--- src/shared/mba_defines.svh ---
`ifndef MBA_DEFINES_SVH
`define MBA_DEFINES_SVH

// clock and slot timing
`define MBA_CLK_PERIOD_NS   100
`define MBA_SLOT_TIME_US    2
// fixed slot length rounded up to whole clock cycles
`define MBA_SLOT_CYCLES     ((`MBA_SLOT_TIME_US * 1000 + `MBA_CLK_PERIOD_NS - 1) / `MBA_CLK_PERIOD_NS)

// interprocessor flag area, F200H to F2FFH
`define MBA_FLAG_PAGE       8'hf2
`define MBA_FLAG_PAGE_HI    15
`define MBA_FLAG_PAGE_LO    8
`define MBA_FLAG_BLOCK_HI   7
`define MBA_FLAG_BLOCK_LO   5
`define MBA_FLAG_OFFS_HI    7
`define MBA_FLAG_OFFS_LO    0

// reset values
`define MBA_GRANT_FIRST     4'h1
`define MBA_GRANT_NONE      4'h0
`define MBA_CPU_ALL         4'hf
`define MBA_IDX_FIRST       2'h0

`endif

--- src/shared/mba_pkg.sv ---
package mba_pkg;

    // front selector position
    typedef enum logic [1:0] {
        MBA_SEL_STOP = 2'h0,
        MBA_SEL_RUN  = 2'h1,
        MBA_SEL_TEST = 2'h2
    } mba_sel_t;

    // coordinator operating state, one-hot
    typedef enum logic [2:0] {
        MBA_ST_STOP = 3'h1,
        MBA_ST_RUN  = 3'h2,
        MBA_ST_TEST = 3'h4
    } mba_state_t;

    // configuration straps, 1 = fitted
    typedef struct packed {
        logic       cnt_7_10;     // cpu count strap 7-10
        logic       cnt_8_9;      // cpu count strap 8-9
        logic       test_enable;  // test strap 3-14
        logic [7:0] flag_block;   // one enable per 32-byte flag block
    } mba_straps_t;

    // backplane memory access as seen by the flag decoder
    typedef struct packed {
        logic        req;         // read or write strobe active
        logic [15:0] addr;        // backplane address
    } mba_mem_t;

endpackage

--- src/design/mba_arbiter.sv ---
//Contract
//RULE1: one grant at a time, cyclic order
//RULE2: each slot lasts fixed 2 us
//RULE3: first grant CPU 1, ascending, wrap
//RULE4: lock holds grant until operation ends
//RULE5: cpu count from two straps
//RULE6: stop at power-up or stop request
//RULE7: stop to run gives cold restart
//RULE8: resume only if cycling, all run, no stop
//RULE9: run at power-up gives automatic restart
//RULE10: test needs strap, stop-to-test cycles
//RULE11: test suppresses output disable for stopped
//RULE12: test error stops that CPU only
//RULE13: flag area decoded in eight gated blocks
//RULE14: blocks used by other modules masked out
//RULE15: rotation visits only configured CPUs
`timescale 1ns/1ps
`default_nettype none
`include "mba_defines.svh"

module mba_arbiter (
    input  wire logic                 ref_clk,
    input  wire logic                 reset_n,
    input  wire logic                 bus_lock,
    input  wire logic                 bus_cycle_busy,
    input  wire mba_pkg::mba_straps_t straps,
    input  wire mba_pkg::mba_sel_t    selector,
    input  wire logic [3:0]           cpu_selector_run,
    input  wire logic [3:0]           cpu_error,
    input  wire logic                 external_stop_request,
    input  wire logic                 cpu_reset_done,
    input  wire logic                 prior_cyclic,
    input  wire mba_pkg::mba_mem_t    mem,
    output logic [3:0]                cpu_bus_grant,
    output logic [3:0]                cpu_stop,
    output logic                      cold_restart,
    output logic                      warm_restart,
    output logic                      output_disable_command,
    output logic                      cycling_status,
    output logic                      interprocessor_flags_select,
    output logic [7:0]                interprocessor_flags_offset
);
    import mba_pkg::*;

    localparam logic [4:0] SLOT_LAST = 5'(`MBA_SLOT_CYCLES - 1);

    logic [4:0]  slot_cnt;      // cycles spent in current slot
    logic [1:0]  grant_idx;     // index of current owner
    logic [1:0]  last_idx;      // highest configured index
    logic        lock_seen;     // owner used the lock in this slot
    logic        slot_hold;     // slot end deferred by lock
    logic        slot_end;      // advance to next cpu this cycle
    logic [1:0]  next_idx;      // index after wrap
    mba_state_t  state;         // operating state
    mba_sel_t    sel_prev;      // selector one cycle ago
    logic        power_up;      // first cycle after reset release
    logic        was_cycling;   // cpus were in cyclic operation
    logic [3:0]  test_err;      // cpus stopped by error in test
    logic        all_run;       // every configured cpu selector at run
    logic        to_run;        // selector stop -> run
    logic        to_test;       // selector stop -> test
    logic        any_error;     // error from a configured cpu
    logic [3:0]  cfg_mask;      // configured cpu positions
    logic        flag_hit;      // address inside an enabled block

    // cpu count straps: both fitted 2, 7-10 only 3, 8-9 only 4
    always_comb
    begin
        unique case ({straps.cnt_7_10, straps.cnt_8_9})
            2'b11:   last_idx = 2'h1; // RULE5
            2'b10:   last_idx = 2'h2; // RULE5
            2'b01:   last_idx = 2'h3; // RULE5
            // no strap fitted is a wiring fault; fall back to two cpus
            default: last_idx = 2'h1;
        endcase
    end

    // mask of configured positions, used for the grant lines and the test-mode stop lines
    always_comb
    begin
        unique case (last_idx)
            2'h1:    cfg_mask = 4'h3;
            2'h2:    cfg_mask = 4'h7;
            default: cfg_mask = `MBA_CPU_ALL;
        endcase
    end

    // lock defers the slot end; once used, the grant also waits
    // for the running read or write to finish
    assign slot_hold = bus_lock | (lock_seen & bus_cycle_busy); // RULE4
    assign slot_end  = (slot_cnt >= SLOT_LAST) & ~slot_hold;    // RULE2

    // wrap after the last configured cpu back to cpu 1
    assign next_idx = (grant_idx >= last_idx) ? `MBA_IDX_FIRST
                                              : 2'(grant_idx + 2'h1); // RULE3 RULE15

    // slot timer, same length for every cpu
    always_ff @(posedge ref_clk or negedge reset_n)
    begin
        if (!reset_n)
        begin
            slot_cnt <= 5'h0;
        end
        else if (slot_end)
        begin
            slot_cnt <= 5'h0; // RULE2
        end
        else if (slot_cnt < SLOT_LAST)
        begin
            slot_cnt <= 5'(slot_cnt + 5'h1);
        end
    end

    // owner index; reset points at cpu 1
    always_ff @(posedge ref_clk or negedge reset_n)
    begin
        if (!reset_n)
        begin
            grant_idx <= `MBA_IDX_FIRST; // RULE3
        end
        else if (slot_end)
        begin
            grant_idx <= next_idx; // RULE1
        end
    end

    // remember lock use until the slot is handed on
    always_ff @(posedge ref_clk or negedge reset_n)
    begin
        if (!reset_n)
        begin
            lock_seen <= 1'b0;
        end
        else if (slot_end)
        begin
            lock_seen <= 1'b0;
        end
        else if (bus_lock)
        begin
            lock_seen <= 1'b1; // RULE4
        end
    end

    // grant lines, one-hot, registered; a handover gives one
    // cycle with no grant so two owners never overlap
    always_ff @(posedge ref_clk or negedge reset_n)
    begin
        if (!reset_n)
        begin
            cpu_bus_grant <= `MBA_GRANT_NONE;
        end
        else if (slot_end)
        begin
            cpu_bus_grant <= `MBA_GRANT_NONE; // RULE1
        end
        else
        begin
            // only configured positions can be granted
            cpu_bus_grant <= (`MBA_GRANT_FIRST << grant_idx) & cfg_mask; // RULE1 RULE15
        end
    end

    // selector and cpu condition terms
    assign all_run   = &(cpu_selector_run | ~cfg_mask);
    assign to_run    = (sel_prev == MBA_SEL_STOP) & (selector == MBA_SEL_RUN);
    assign to_test   = (sel_prev == MBA_SEL_STOP) & (selector == MBA_SEL_TEST);
    assign any_error = |(cpu_error & cfg_mask);

    // selector history for edge detection
    always_ff @(posedge ref_clk or negedge reset_n)
    begin
        if (!reset_n)
        begin
            sel_prev <= MBA_SEL_STOP;
        end
        else
        begin
            sel_prev <= selector;
        end
    end

    // marks the first clock after the power-supply reset ends
    always_ff @(posedge ref_clk or negedge reset_n)
    begin
        if (!reset_n)
        begin
            power_up <= 1'b1;
        end
        else
        begin
            power_up <= 1'b0;
        end
    end

    // operating state and restart pulses
    always_ff @(posedge ref_clk or negedge reset_n)
    begin
        if (!reset_n)
        begin
            state        <= MBA_ST_STOP; // RULE6
            cold_restart <= 1'b0;
            warm_restart <= 1'b0;
        end
        else
        begin
            cold_restart <= 1'b0;
            warm_restart <= 1'b0;
            unique case (state)
                MBA_ST_STOP:
                begin
                    if (power_up)
                    begin
                        // selector at run when power comes up
                        if ((selector == MBA_SEL_RUN) && all_run && prior_cyclic
                            && !external_stop_request)
                        begin
                            state        <= MBA_ST_RUN; // RULE9
                            warm_restart <= 1'b1;       // RULE9
                        end
                    end
                    else if (external_stop_request)
                    begin
                        state <= MBA_ST_STOP; // RULE6
                    end
                    else if (to_run && was_cycling && all_run)
                    begin
                        // resume cyclic operation where it stopped
                        state        <= MBA_ST_RUN; // RULE8
                        warm_restart <= 1'b1;       // RULE8
                    end
                    else if (to_run && cpu_reset_done)
                    begin
                        state        <= MBA_ST_RUN; // RULE7
                        cold_restart <= 1'b1;       // RULE7
                    end
                    else if (to_test && straps.test_enable)
                    begin
                        // test is unreachable without the strap
                        state        <= MBA_ST_TEST; // RULE10
                        warm_restart <= 1'b1;        // RULE10
                    end
                end
                MBA_ST_RUN:
                begin
                    // any stop source or cpu error halts every cpu
                    if (external_stop_request || (selector != MBA_SEL_RUN) || any_error)
                    begin
                        state <= MBA_ST_STOP; // RULE6
                    end
                end
                MBA_ST_TEST:
                begin
                    // strap removal also ends test operation
                    if (external_stop_request || (selector != MBA_SEL_TEST)
                        || !straps.test_enable)
                    begin
                        state <= MBA_ST_STOP; // RULE6
                    end
                end
                default:
                begin
                    state <= MBA_ST_STOP;
                end
            endcase
        end
    end

    // retained cyclic-operation history; an error stop loses it,
    // so a later stop-to-run is a cold restart, not a resume
    always_ff @(posedge ref_clk or negedge reset_n)
    begin
        if (!reset_n)
        begin
            was_cycling <= 1'b0;
        end
        else if (power_up)
        begin
            was_cycling <= prior_cyclic; // RULE9
        end
        else if ((state == MBA_ST_RUN) && any_error)
        begin
            was_cycling <= 1'b0;
        end
        else if (state != MBA_ST_STOP)
        begin
            was_cycling <= 1'b1; // RULE8
        end
    end

    // per-cpu error stop in test; held while in test, cleared in every other state
    always_ff @(posedge ref_clk or negedge reset_n)
    begin
        if (!reset_n)
        begin
            test_err <= 4'h0;
        end
        else if (state == MBA_ST_TEST)
        begin
            test_err <= test_err | (cpu_error & cpu_selector_run & cfg_mask); // RULE12
        end
        else
        begin
            test_err <= 4'h0;
        end
    end

    // stop lines and output disable
    always_ff @(posedge ref_clk or negedge reset_n)
    begin
        if (!reset_n)
        begin
            cpu_stop               <= `MBA_CPU_ALL;
            output_disable_command <= 1'b1;
            cycling_status         <= 1'b0;
        end
        else
        begin
            unique case (state)
                MBA_ST_RUN:
                begin
                    cpu_stop               <= 4'h0;
                    output_disable_command <= 1'b0;
                end
                MBA_ST_TEST:
                begin
                    // only cpus off at their switch, failed or not configured stay stopped
                    cpu_stop               <= ~cpu_selector_run | test_err | ~cfg_mask; // RULE12
                    // outputs stay enabled for switch-stopped cpus and errors
                    output_disable_command <= 1'b0; // RULE11 RULE12
                end
                default:
                begin
                    cpu_stop               <= `MBA_CPU_ALL; // RULE6
                    output_disable_command <= 1'b1;
                end
            endcase
            cycling_status <= (state != MBA_ST_STOP);
        end
    end

    // flag area: page F2, block enable strap per 32-byte block;
    // a removed strap leaves the block to another module
    assign flag_hit = mem.req
        && (mem.addr[`MBA_FLAG_PAGE_HI:`MBA_FLAG_PAGE_LO] == `MBA_FLAG_PAGE)
        && straps.flag_block[mem.addr[`MBA_FLAG_BLOCK_HI:`MBA_FLAG_BLOCK_LO]]; // RULE13 RULE14

    // registered select and byte offset into flag storage
    always_ff @(posedge ref_clk or negedge reset_n)
    begin
        if (!reset_n)
        begin
            interprocessor_flags_select <= 1'b0;
            interprocessor_flags_offset <= 8'h00;
        end
        else
        begin
            interprocessor_flags_select <= flag_hit; // RULE13
            interprocessor_flags_offset <= mem.addr[`MBA_FLAG_OFFS_HI:`MBA_FLAG_OFFS_LO];
        end
    end

endmodule
`default_nettype wire

--- config.mk ---
export PLATFORM = sky130hd
export DESIGN_NAME = mba_arbiter
export DESIGN_NICKNAME = d
export VERILOG_FILES = /design/src/shared/mba_pkg.sv /design/src/design/mba_arbiter.sv
export VERILOG_INCLUDE_DIRS = /design/src /design/src/shared
export SDC_FILE = /design/constraint.sdc
export NUM_CORES = 1
export LEC_CHECK = 0
export BUFFER_PORTS_ARGS = -buffer_cell sky130_fd_sc_hd__buf_2
export CORE_MARGIN = 4
export CORE_UTILIZATION = 53
export CTS_CLUSTER_DIAMETER = 150
export DETAILED_ROUTE_END_ITERATION = 16
export GPL_ROUTABILITY_DRIVEN = 1
export HOLD_SLACK_MARGIN = 0.1
export PLACE_DENSITY = 0.93
export SLEW_MARGIN = 10
export SYNTH_ARGS = -nofsm -noshare
export SYNTH_HDL_FRONTEND = slang
export SYNTH_SLANG_ARGS = --single-unit
export TNS_END_PERCENT = 100
--- constraint.sdc ---
create_clock -name ref_clk -period 4 [get_ports ref_clk]
set_input_delay 0.4 -clock ref_clk [delete_from_list [all_inputs] [get_ports ref_clk]]
set_output_delay 0.4 -clock ref_clk [all_outputs]
set_load 0.005 [all_outputs]
==> reports/qor.yml, run 1 <==
syn_nets: 209
grt_pass1_vias: 1507
ff2ff_path_depth: 5
leakagePower_nw: 1.10
rsz0062_at_grt: "false"
antenna_cells: 0
yosys-top-cells-count: "dfrtp_1, nor2_1, ha_1, inv_1, a21oi_1"
rr_endpoint: "grant_idx[1]"
n_fill_cell: 281
core-area_sq_mm: 0.00334
async_reset_ff_share_pct: 100
combPwrFrac_pct: 25.7
drtPass1Iterations: 4
wl_um: 3730
p_int_mw: 0.652
clock.fmax_mhz: 547
reg2reg_from: "slot_cnt[0]"
utilization_pct: 67.3
clock_latency_ns: 0.34
startpoint_type: "flip-flop"
cp_max_fo: 14
reg2reg_slack_ns: 2.17
grt-ovfl-total: 0
holdWs_ns: 0.150
antenna_left: 0
ys.flop_type: "dfrtp_1"
drt-initial-drc-count: 86
layout-drive-gt1-share_pct: 37.6
rows: 21
cts.hold.buffers_added: 0
power_density_mw_per_mm2: 425
path_class: "flip-flop to flip-flop"
clockBufferDepth: 2
routedWlPerCell_um: 13.7
dieArea_sq_mm: 0.00446
io_buffers: 65
ys_seq_area_share_pct: 55.1
fp.dieH_um: 66.8
seqPwrFrac_pct: 54.3
die_x_um: 66.8
post_cts_buffers: 0
place_hpwl_um: 2890
drc: 0
cp-end-kind: "flip-flop"
period_minus_slack_ns: 1.83
cts_tree: "built"
crit_end: "grant_idx[1]"
synthToLayoutAreaGrowth_pct: 22.7
netlist_area_sq_mm: 0.00183
post-route-period-util_pct: 45.7
clk_pin_slew_ns: 0.11
synth-edff-count: 0
initial_core_util_pct: 54.9
boundaryPins: 66
synth_largest_area_cell: "dfrtp_1"
h-tree-depth: 2
clockRootBuffer: "clkbuf_4"
power_frac_clock_pct: 20.0
grt_pass1_wl_um: 6230
swShare_pct: 31.7
ys_warn_count: 0
cts_sinks: 40
final_nets: 279
min_path_type: "primary input to asynchronous set/reset pin"
slew_headroom_pct: 43.7
antenna_found_initial: 0
yosysTopAreaCellShare_pct: 45.1
cp.required_ns: 4.28
synth-seq-cells: 40
timing.setup.tns_ns: 0
startpoint: "slot_cnt[0]"
synth_area_leaders: "dfrtp_1, dfstp_2, ha_1"
viasPerCell: 5.41
post-synth-top-count-cell: "dfrtp_1"
vias: 1471
hold_viol_final: 0
total_power_mw: 0.955
grtUsageTotal_pct: 18.9
slew_viol_final: 0
worst_slew_pin_slew_ns: 0.844
post_cts_resized: 0
cap_violations: 0
switching_power_mw: 0.303
setup_viol: 0
synth.distinct_cells: 48
grt_max_degree: 41
synth.avg_cell_area_sq_um: 11.8
synthCells: 155
outcome: "finished, final reports clean"
arrival_ns: 2.11
cts_buffers: 5
gp_congestion: 0.812
vdd_drop_max_v: 0.000344
fin_skew_ns: 0.00725
## final cells by class
type / count / area [sq um] / area share, %
Clock buffer: 8 / 48.8 / 2.17
Sequential cell: 40 / 1010 / 44.9
Inverter: 9 / 33.8 / 1.50
Tap cell: 46 / 57.6 / 2.56
Timing Repair Buffer: 65 / 325 / 14.5
Multi-Input combinational cell: 104 / 772 / 34.4
## through the flow
step	std cells	worst slack (ns)	instance area [sq um]
floorplan	155	2.36	1830
global placement	264	2.20	2200
detailed placement	264	2.16	2200
CTS	272	2.17	2250
global route	272	1.96	2250
finish	272	2.17	2250
## cells in the final DEF, fill, tap and decap left out, types with 7 or more instances in the layout
master   Yosys  routed
buf_2        1      65
dfrtp_1     33      33
nor2_1      14      14
inv_1        9       9
ha_1         9       9
a21oi_1      8       8
nand2_1      7       7
dfstp_2      7       7
## worst min-delay path by stage
| stage | startpoint | endpoint | slack, ns | depth (start not counted) |
|---|---|---|---|---|
| floorplan | reset_n | cold_restart | 0.10 | 0 |
| global placement | test_err[2] | test_err[2] | 0.48 | 2 |
| detailed placement | test_err[0] | test_err[0] | 0.50 | 2 |
| CTS | mem[3] | interprocessor_flags_offset[3] | 0.13 | 1 |
| global route | mem[4] | interprocessor_flags_offset[4] | 0.13 | 1 |
| finish | reset_n | cold_restart | 0.15 | 1 |
## state kept, by name, indices dropped and copies added (netlist names)
register and count:
lock_seen 1, sel_prev 2, was_cycling 1, interprocessor_flags_offset 8, grant_idx 2, output_disable_command 1
cold_restart 1, power_up 1, slot_cnt 5, cpu_stop 4, warm_restart 1, test_err 4
state 3, interprocessor_flags_select 1, cycling_status 1, cpu_bus_grant 4
## cell families after synthesis
kind of cell	share of synthesized area [%]
AO/OA/AOI/OAI	13.5
XOR/XNOR	0.956
adder cells (fa/ha/maj)	6.15
buffers and inverters	2.73
flip-flops	55.1
multiplexers	3.55
other	0.205
AND/OR/NAND/NOR	17.8
## worst max-delay path, stage by stage, from the launching register on
cell	delay (ns)
dfrtp_1	0.45
ha_1	0.26
a2111oi_2	0.09
a2111oi_4	0.70
nand3_1	0.15
o21ai_1	0.11
## per-layer routing
layer | GRT usage, % | routed length, um | vias to the layer above
met1 | 21.9 | 1480 | 688
met5 | 0 | 0 | -
met2 | 31.7 | 1800 | 80
met3 | 4.72 | 364 | 10
met4 | 10.4 | 88 | 0
li1 | - | - | 693
## power groups by stage
| stage | clock network, mW | registers, mW | logic, mW |
|---|---|---|---|
| floorplan | 0 | 0.518 | 0.167 |
| global placement | 0 | 0.522 | 0.237 |
| detailed placement | 0 | 0.526 | 0.249 |
| CTS | 0.198 | 0.519 | 0.250 |
| global route | 0.216 | 0.527 | 0.285 |
| finish | 0.192 | 0.519 | 0.245 |
(Power assumes the default switching activity.)
==> run 2: changes to the inputs <==
CORE_UTILIZATION = 49   (was 53)
PLACE_DENSITY = 0.87   (was 0.93)
clock period = 1.89 ns   (was 4 ns; I/O delays follow)
==> reports/qor.yml, run 2 (synthesis results as in run 1) <==
min_path_type: "primary input to flip-flop"
slew_viol_final: 0  # unchanged
cp.required_ns: 2.09  # -2.19 ns
antenna_found_initial: 0  # unchanged
placed_cells: 267  # +1.1%
layout-drive-gt1-share_pct: 38.0  # +0.41 points
die_x_um: 69.1  # +3.5%
utilization_pct: 70.7  # +3.3 points
cp-end-kind: "flip-flop"
clk_pin_slew_ns: 0.07  # -0.04 ns
core-area_sq_mm: 0.00347  # +3.9%
regMostFlops: "interprocessor_flags_offset"
grt_pass1_wl_um: 7240  # +16%
gp_congestion: 0.798  # -1.7%
path_common_cell: "a2111oi_4"
antenna_cells: 0  # unchanged
clockRootBuffer: "clkbuf_8"
multi_input_area_sq_um: 787  # +1.9%
antenna_left: 0  # unchanged
grt_pass1_vias: 1663  # +10%
rows: 21  # unchanged
seqCellArea_sq_mm: 0.00101  # unchanged
cts_sinks: 40  # unchanged
reg_top3: "interprocessor_flags_offset (8), slot_cnt (5)"
period_minus_slack_ns: 1.74  # -0.0843 ns
io_buffers: 65  # unchanged
grt_max_degree: 18  # -56%
post-route-period-util_pct: 92.3  # +47 points
cap_violations: 0  # unchanged
n_fill_cell: 289  # +2.8%
startpoint_type: "flip-flop"
drt-initial-drc-count: 71  # -17%
largest_register_ffs: 8  # unchanged
path_class: "flip-flop to flip-flop"
vias: 1552  # +5.5%
clock_latency_ns: 0.29  # -0.05 ns
arrival_ns: 1.94  # -0.17 ns
grtUsageTotal_pct: 18.9  # +0.067 points
holdWs_ns: 0.122  # -0.0280 ns
cts_buffers: 5  # unchanged
cts_tree: "built"
vdd_drop_max_v: 0.000609  # +77%
fin_skew_ns: 0.00586  # -0.00139 ns
clockBufferDepth: 2  # unchanged
cp_max_fo: 9  # -5
initial_core_util_pct: 52.8  # -2.1 points
final_nets: 295  # +5.7%
routedWlPerCell_um: 14.6  # +6.7%
place_hpwl_um: 3170  # +9.8%
dieArea_sq_mm: 0.00478  # +7.2%
power_density_mw_per_mm2: 933  # +120%
path_cells: "ha_2 -> a2111oi_4 -> a2111oi_4 -> buf_4 -> a311oi_1"
reg2reg_slack_ns: 0.15  # -2.03 ns
fp.dieH_um: 69.1  # +3.5%
synthToLayoutAreaGrowth_pct: 33.8
crit_path_top_delay_cell: "dfrtp_1"
mostFrequentLayoutCells: "buf_2, dfrtp_1, nor2_1"
clock.fmax_mhz: 574  # +4.8%
grt-ovfl-total: 0  # unchanged
drc: 0  # unchanged
drtPass1Iterations: 4  # unchanged
wl_um: 4210  # +13%
h-tree-depth: 2  # unchanged
leakagePower_nw: 1.19  # +8.2%
crit_path_max_incr_delay_ns: 0.47  # -0.23 ns
total_power_mw: 2.29  # +140%
setup_viol: 0  # unchanged
stdcell_count: 288  # +5.9%
viasPerCell: 5.39  # -0.36%
hold_viol_final: 0  # unchanged
outcome: "finished, final reports clean"
boundaryPins: 66  # unchanged
layout_commonest_cell: "buf_2"
## run 2: cell type report
cell class / instances / area share, %
inverters: 9 / 1.38
well taps: 46 / 2.35
clock buffers: 8 / 3.68
flip-flops and latches: 40 / 41.2
multi-input cells: 104 / 32.1
repair buffers: 81 / 19.3
## run 2: worst paths after layout
kind	start	endpoint	cells past startpoint
worst max-delay path	slot_cnt[0]	slot_cnt[2]	5
worst min-delay path	mem[15]	interprocessor_flags_select	3
worst max register to register	slot_cnt[0]	slot_cnt[2]	5
worst min register to register	test_err[0]	test_err[0]	2
max in group asynchronous	reset_n	power_up	3
min in group asynchronous	reset_n	slot_cnt[2]	2
## run 2: per-stage QoR
step	instance area [sq um]	TNS (ns)	worst slack [ns]
6_report	2450	0	0.146
5_1_grt	2450	-0.000740	-0.000740
4_1_cts	2420	0	0.0814
3_5_place_dp	2220	0	0.0802
3_3_place_gp	2220	0	0.174
2_1_floorplan	1830	0	0.266
## run 2: repair_timing
item | in CTS | in global routing
endpoints found under the hold margin | 24 | 0
resized for setup | 0 | 2
hold buffers | 11 | 0
endpoints found under the setup margin | 0 | 12
buffers inserted | 0 | 2
## run 2: where the power goes
group | switching (mW) | total, mW | leakage (nW) | internal (mW)
Sequential | 0.134 | 1.12 | 0.488 | 0.983
Combinational | 0.299 | 0.599 | 0.660 | 0.301
Clock | 0.272 | 0.570 | 0.0455 | 0.297
## run 2: layer usage
metal  GRT usage [%]  part of all wire, %  wire length (um)  up-vias
met4            8.46                  2.5               106        0
li1                -                    -                 -      725
met2            34.0                   53              2220       67
met3            7.27                  8.2               347       10
met1            19.2                   36              1540      750
met5               0                    0                 0        -
## run 2: worst max-delay path, delay by kind of cell (launching register included)
| family | cells | cell delay, ns |
|---|---|---|
| adder cells (fa/ha/maj) | 1 | 0.26 |
| AO/OA/AOI/OAI | 3 | 0.74 |
| flip-flops | 1 | 0.47 |
| buffers and inverters | 1 | 0.19 |
==> run 3: changes to the inputs <==
ABC_AREA = 1   (was unset)
SLEW_MARGIN = 20   (was 10)
==> reports/qor.yml, run 3 <==
outcome: "finished, final reports clean"
cts_tree: "built"
timing.setup.tns_ns: 0  # unchanged
n_fill_cell: 301  # +4.2%
post_cts_resized: 0  # unchanged
hold_end: "interprocessor_flags_select"
drtPass1Iterations: 4  # unchanged
gp_congestion: 0.913  # +14%
ys.flop_type: "dfrtp_1"
synthCells: 212  # +37%
layout_commonest_cell: "buf_2"
grt_pass1_vias: 1620  # -2.6%
grt_pass1_wl_um: 6820  # -5.8%
rsz0062_at_grt: "false"
synth_area_leaders: "dfrtp_1, dfstp_2, nand2_1"
cts_buffers: 5  # unchanged
hold_viol_final: 0  # unchanged
post-synth-top-count-cell: "nand2_1"
holdWs_ns: 0.132  # +0.00978 ns
largest_register_ffs: 8  # unchanged
grtUsageTotal_pct: 17.4  # -1.5 points
swShare_pct: 29.3  # -1.6 points
initial_core_util_pct: 51.2  # -1.6 points
whs_path_depth: 3  # unchanged
reg2reg_from: "grant_idx[0]"
drt-initial-drc-count: 129  # +82%
core-area_sq_mm: 0.00369  # +6.3%
clk_pin_slew_ns: 0.08  # about the same
synth_largest_area_cell: "dfrtp_1"
netlist_area_sq_mm: 0.00189  # +3.1%
rr_endpoint: "grant_idx[0]"
arrival_ns: 1.57  # -0.37 ns
seqPwrFrac_pct: 43.0  # -5.9 points
place_hpwl_um: 2990  # -5.8%
async_reset_ff_share_pct: 100  # unchanged
boundaryPins: 66  # unchanged
cp_max_fo: 5  # -4
drc: 0  # unchanged
grt-ovfl-total: 0  # unchanged
clockBufferDepth: 2  # unchanged
h-tree-depth: 2  # unchanged
antenna_cells: 0  # unchanged
cp.required_ns: 2.12  # +0.03 ns
final_nets: 349  # +18%
ys_seq_area_share_pct: 53.4  # -1.7 points
routedWlPerCell_um: 11.4  # -22%
cap_violations: 0  # unchanged
regMostFlops: "interprocessor_flags_offset"
startpoint_type: "flip-flop"
fp.dieH_um: 70.1  # +1.4%
power_frac_clock_pct: 32.2  # +7.3 points
synth.avg_cell_area_sq_um: 8.91  # -25%
combPwrFrac_pct: 24.8  # -1.4 points
grt_max_degree: 41  # +23
switching_power_mw: 0.747  # +5.9%
yosys-top-cells-count: "nand2_1, dfrtp_1, inv_1"
clock_latency_ns: 0.30  # about the same
multi_input_area_sq_um: 733  # -6.8%
reg2reg_slack_ns: 0.55  # +0.41 ns
dieArea_sq_mm: 0.00491  # +2.8%
synthToLayoutAreaGrowth_pct: 33.0
antenna_found_initial: 0  # unchanged
syn_nets: 266  # +27%
slew_viol_final: 0  # unchanged
mostFrequentLayoutCells: "buf_2, nand2_1, dfrtp_1"
ys_warn_count: 0  # unchanged
path_class: "flip-flop to flip-flop"
yosysTopAreaCellShare_pct: 43.7  # -1.4 points
layout-drive-gt1-share_pct: 33.1  # -4.9 points
ff2ff_path_depth: 7  # +2
rows: 22  # +4.8%
fin_skew_ns: 0.0111  # +0.00529 ns
seqCellArea_sq_mm: 0.00101  # unchanged
clock.fmax_mhz: 748  # +30%
period_minus_slack_ns: 1.34  # -0.407 ns
viasPerCell: 4.87  # -9.6%
power_density_mw_per_mm2: 1010  # +8.8%
min_path_type: "primary input to flip-flop"
vias: 1676  # +8.0%
cp-end-kind: "flip-flop"
holdCritStartpoint: "mem[16]"
vdd_drop_max_v: 0.000730  # +20%
setup_viol: 0  # unchanged
stdcell_count: 344  # +19%
synth-edff-count: 0  # unchanged
io_buffers: 65  # unchanged
post_cts_buffers: 0  # unchanged
antenna_left: 0  # unchanged
wl_um: 3910  # -7.2%
clockRootBuffer: "clkbuf_8"
p_int_mw: 1.80  # +14%
die_x_um: 70.1  # +1.4%
post-route-period-util_pct: 70.7  # -22 points
cts_sinks: 40  # unchanged
synth.distinct_cells: 30  # -38%
placed_cells: 325  # +22%
reg_top3: "interprocessor_flags_offset (8), slot_cnt (5)"
synth-seq-cells: 40  # unchanged
leakagePower_nw: 1.34  # +12%
-- run 3: critical path: stages, from the launching register on --
cell     delay [ns]
dfrtp_1        0.41
inv_1          0.15
ha_1           0.25
inv_1          0.05
nand2_1        0.04
a21oi_1        0.17
nand3_1        0.10
o21ai_1        0.08
-- run 3: cells by family after synthesis --
kind of cell    count (synthesis)  share of synthesized area (%)
simple gates                  100                           24.2
flops                          40                           53.4
buf+inv                        37                           7.75
compound gates                 24                           8.01
fa+ha+maj                       9                           5.96
xor+xnor                        1                          0.464
other cells                     1                          0.198
-- run 3: per-layer routing --
metal | vias up | track usage, % | routed length, um
met5 | - | 0 | 0
met4 | 0 | 6.38 | 45
met3 | 4 | 6.91 | 370
met2 | 74 | 28.2 | 1840
met1 | 756 | 20.9 | 1650
li1 | 842 | - | -
-- run 3: power groups by stage --
stage / Sequential, mW / Combinational [mW] / Clock (mW)
after CTS: 1.10 / 0.635 / 0.843
after global routing: 1.12 / 0.732 / 0.876
after detailed placement: 1.11 / 0.616 / 0
after global placement: 1.10 / 0.587 / 0
after floorplan: 1.11 / 0.402 / 0
final: 1.10 / 0.633 / 0.822
-- run 3: worst max path at each step --
| stage | to | depth (start not counted) | startpoint | slack (ns) |
|---|---|---|---|---|
| finish | grant_idx[0] | 7 | grant_idx[0] | 0.55 |
| global route | grant_idx[0] | 7 | grant_idx[0] | 0.40 |
| CTS | grant_idx[0] | 7 | grant_idx[0] | 0.54 |
| detailed placement | grant_idx[0] | 7 | straps[9] | 0.49 |
| global placement | grant_idx[0] | 7 | straps[9] | 0.55 |
| floorplan | slot_cnt[2] | 7 | slot_cnt[0] | 0.69 |
-- run 3: what timing repair did --
| action | CTS | global route |
|---|---|---|
| hold endpoints to repair | 43 | 0 |
| endpoints found under the setup margin | 0 | 0 |
| hold buffers | 11 | 0 |
-- run 3: cell type report --
cell class	instances	share of cell area [%]
clock buffer	6	2.89
clock inverter	2	2.39
inverter	36	5.38
multi-input combinational	135	29.2
sequential	40	40.2
tap	48	2.39
timing repair buffer	77	17.6
-- run 3: through the flow --
stage                     power [mW]  utilization (%)  worst slack [ns]  cell area, sq um
final                           2.55             68.1             0.554              2510
after CTS                       2.58             68.1             0.539              2510
after floorplan                 1.51                -             0.691              1890
after global routing            2.73             68.1             0.404              2510
after global placement          1.69             61.6             0.554              2270
after detailed placement        1.73             61.6             0.486              2270
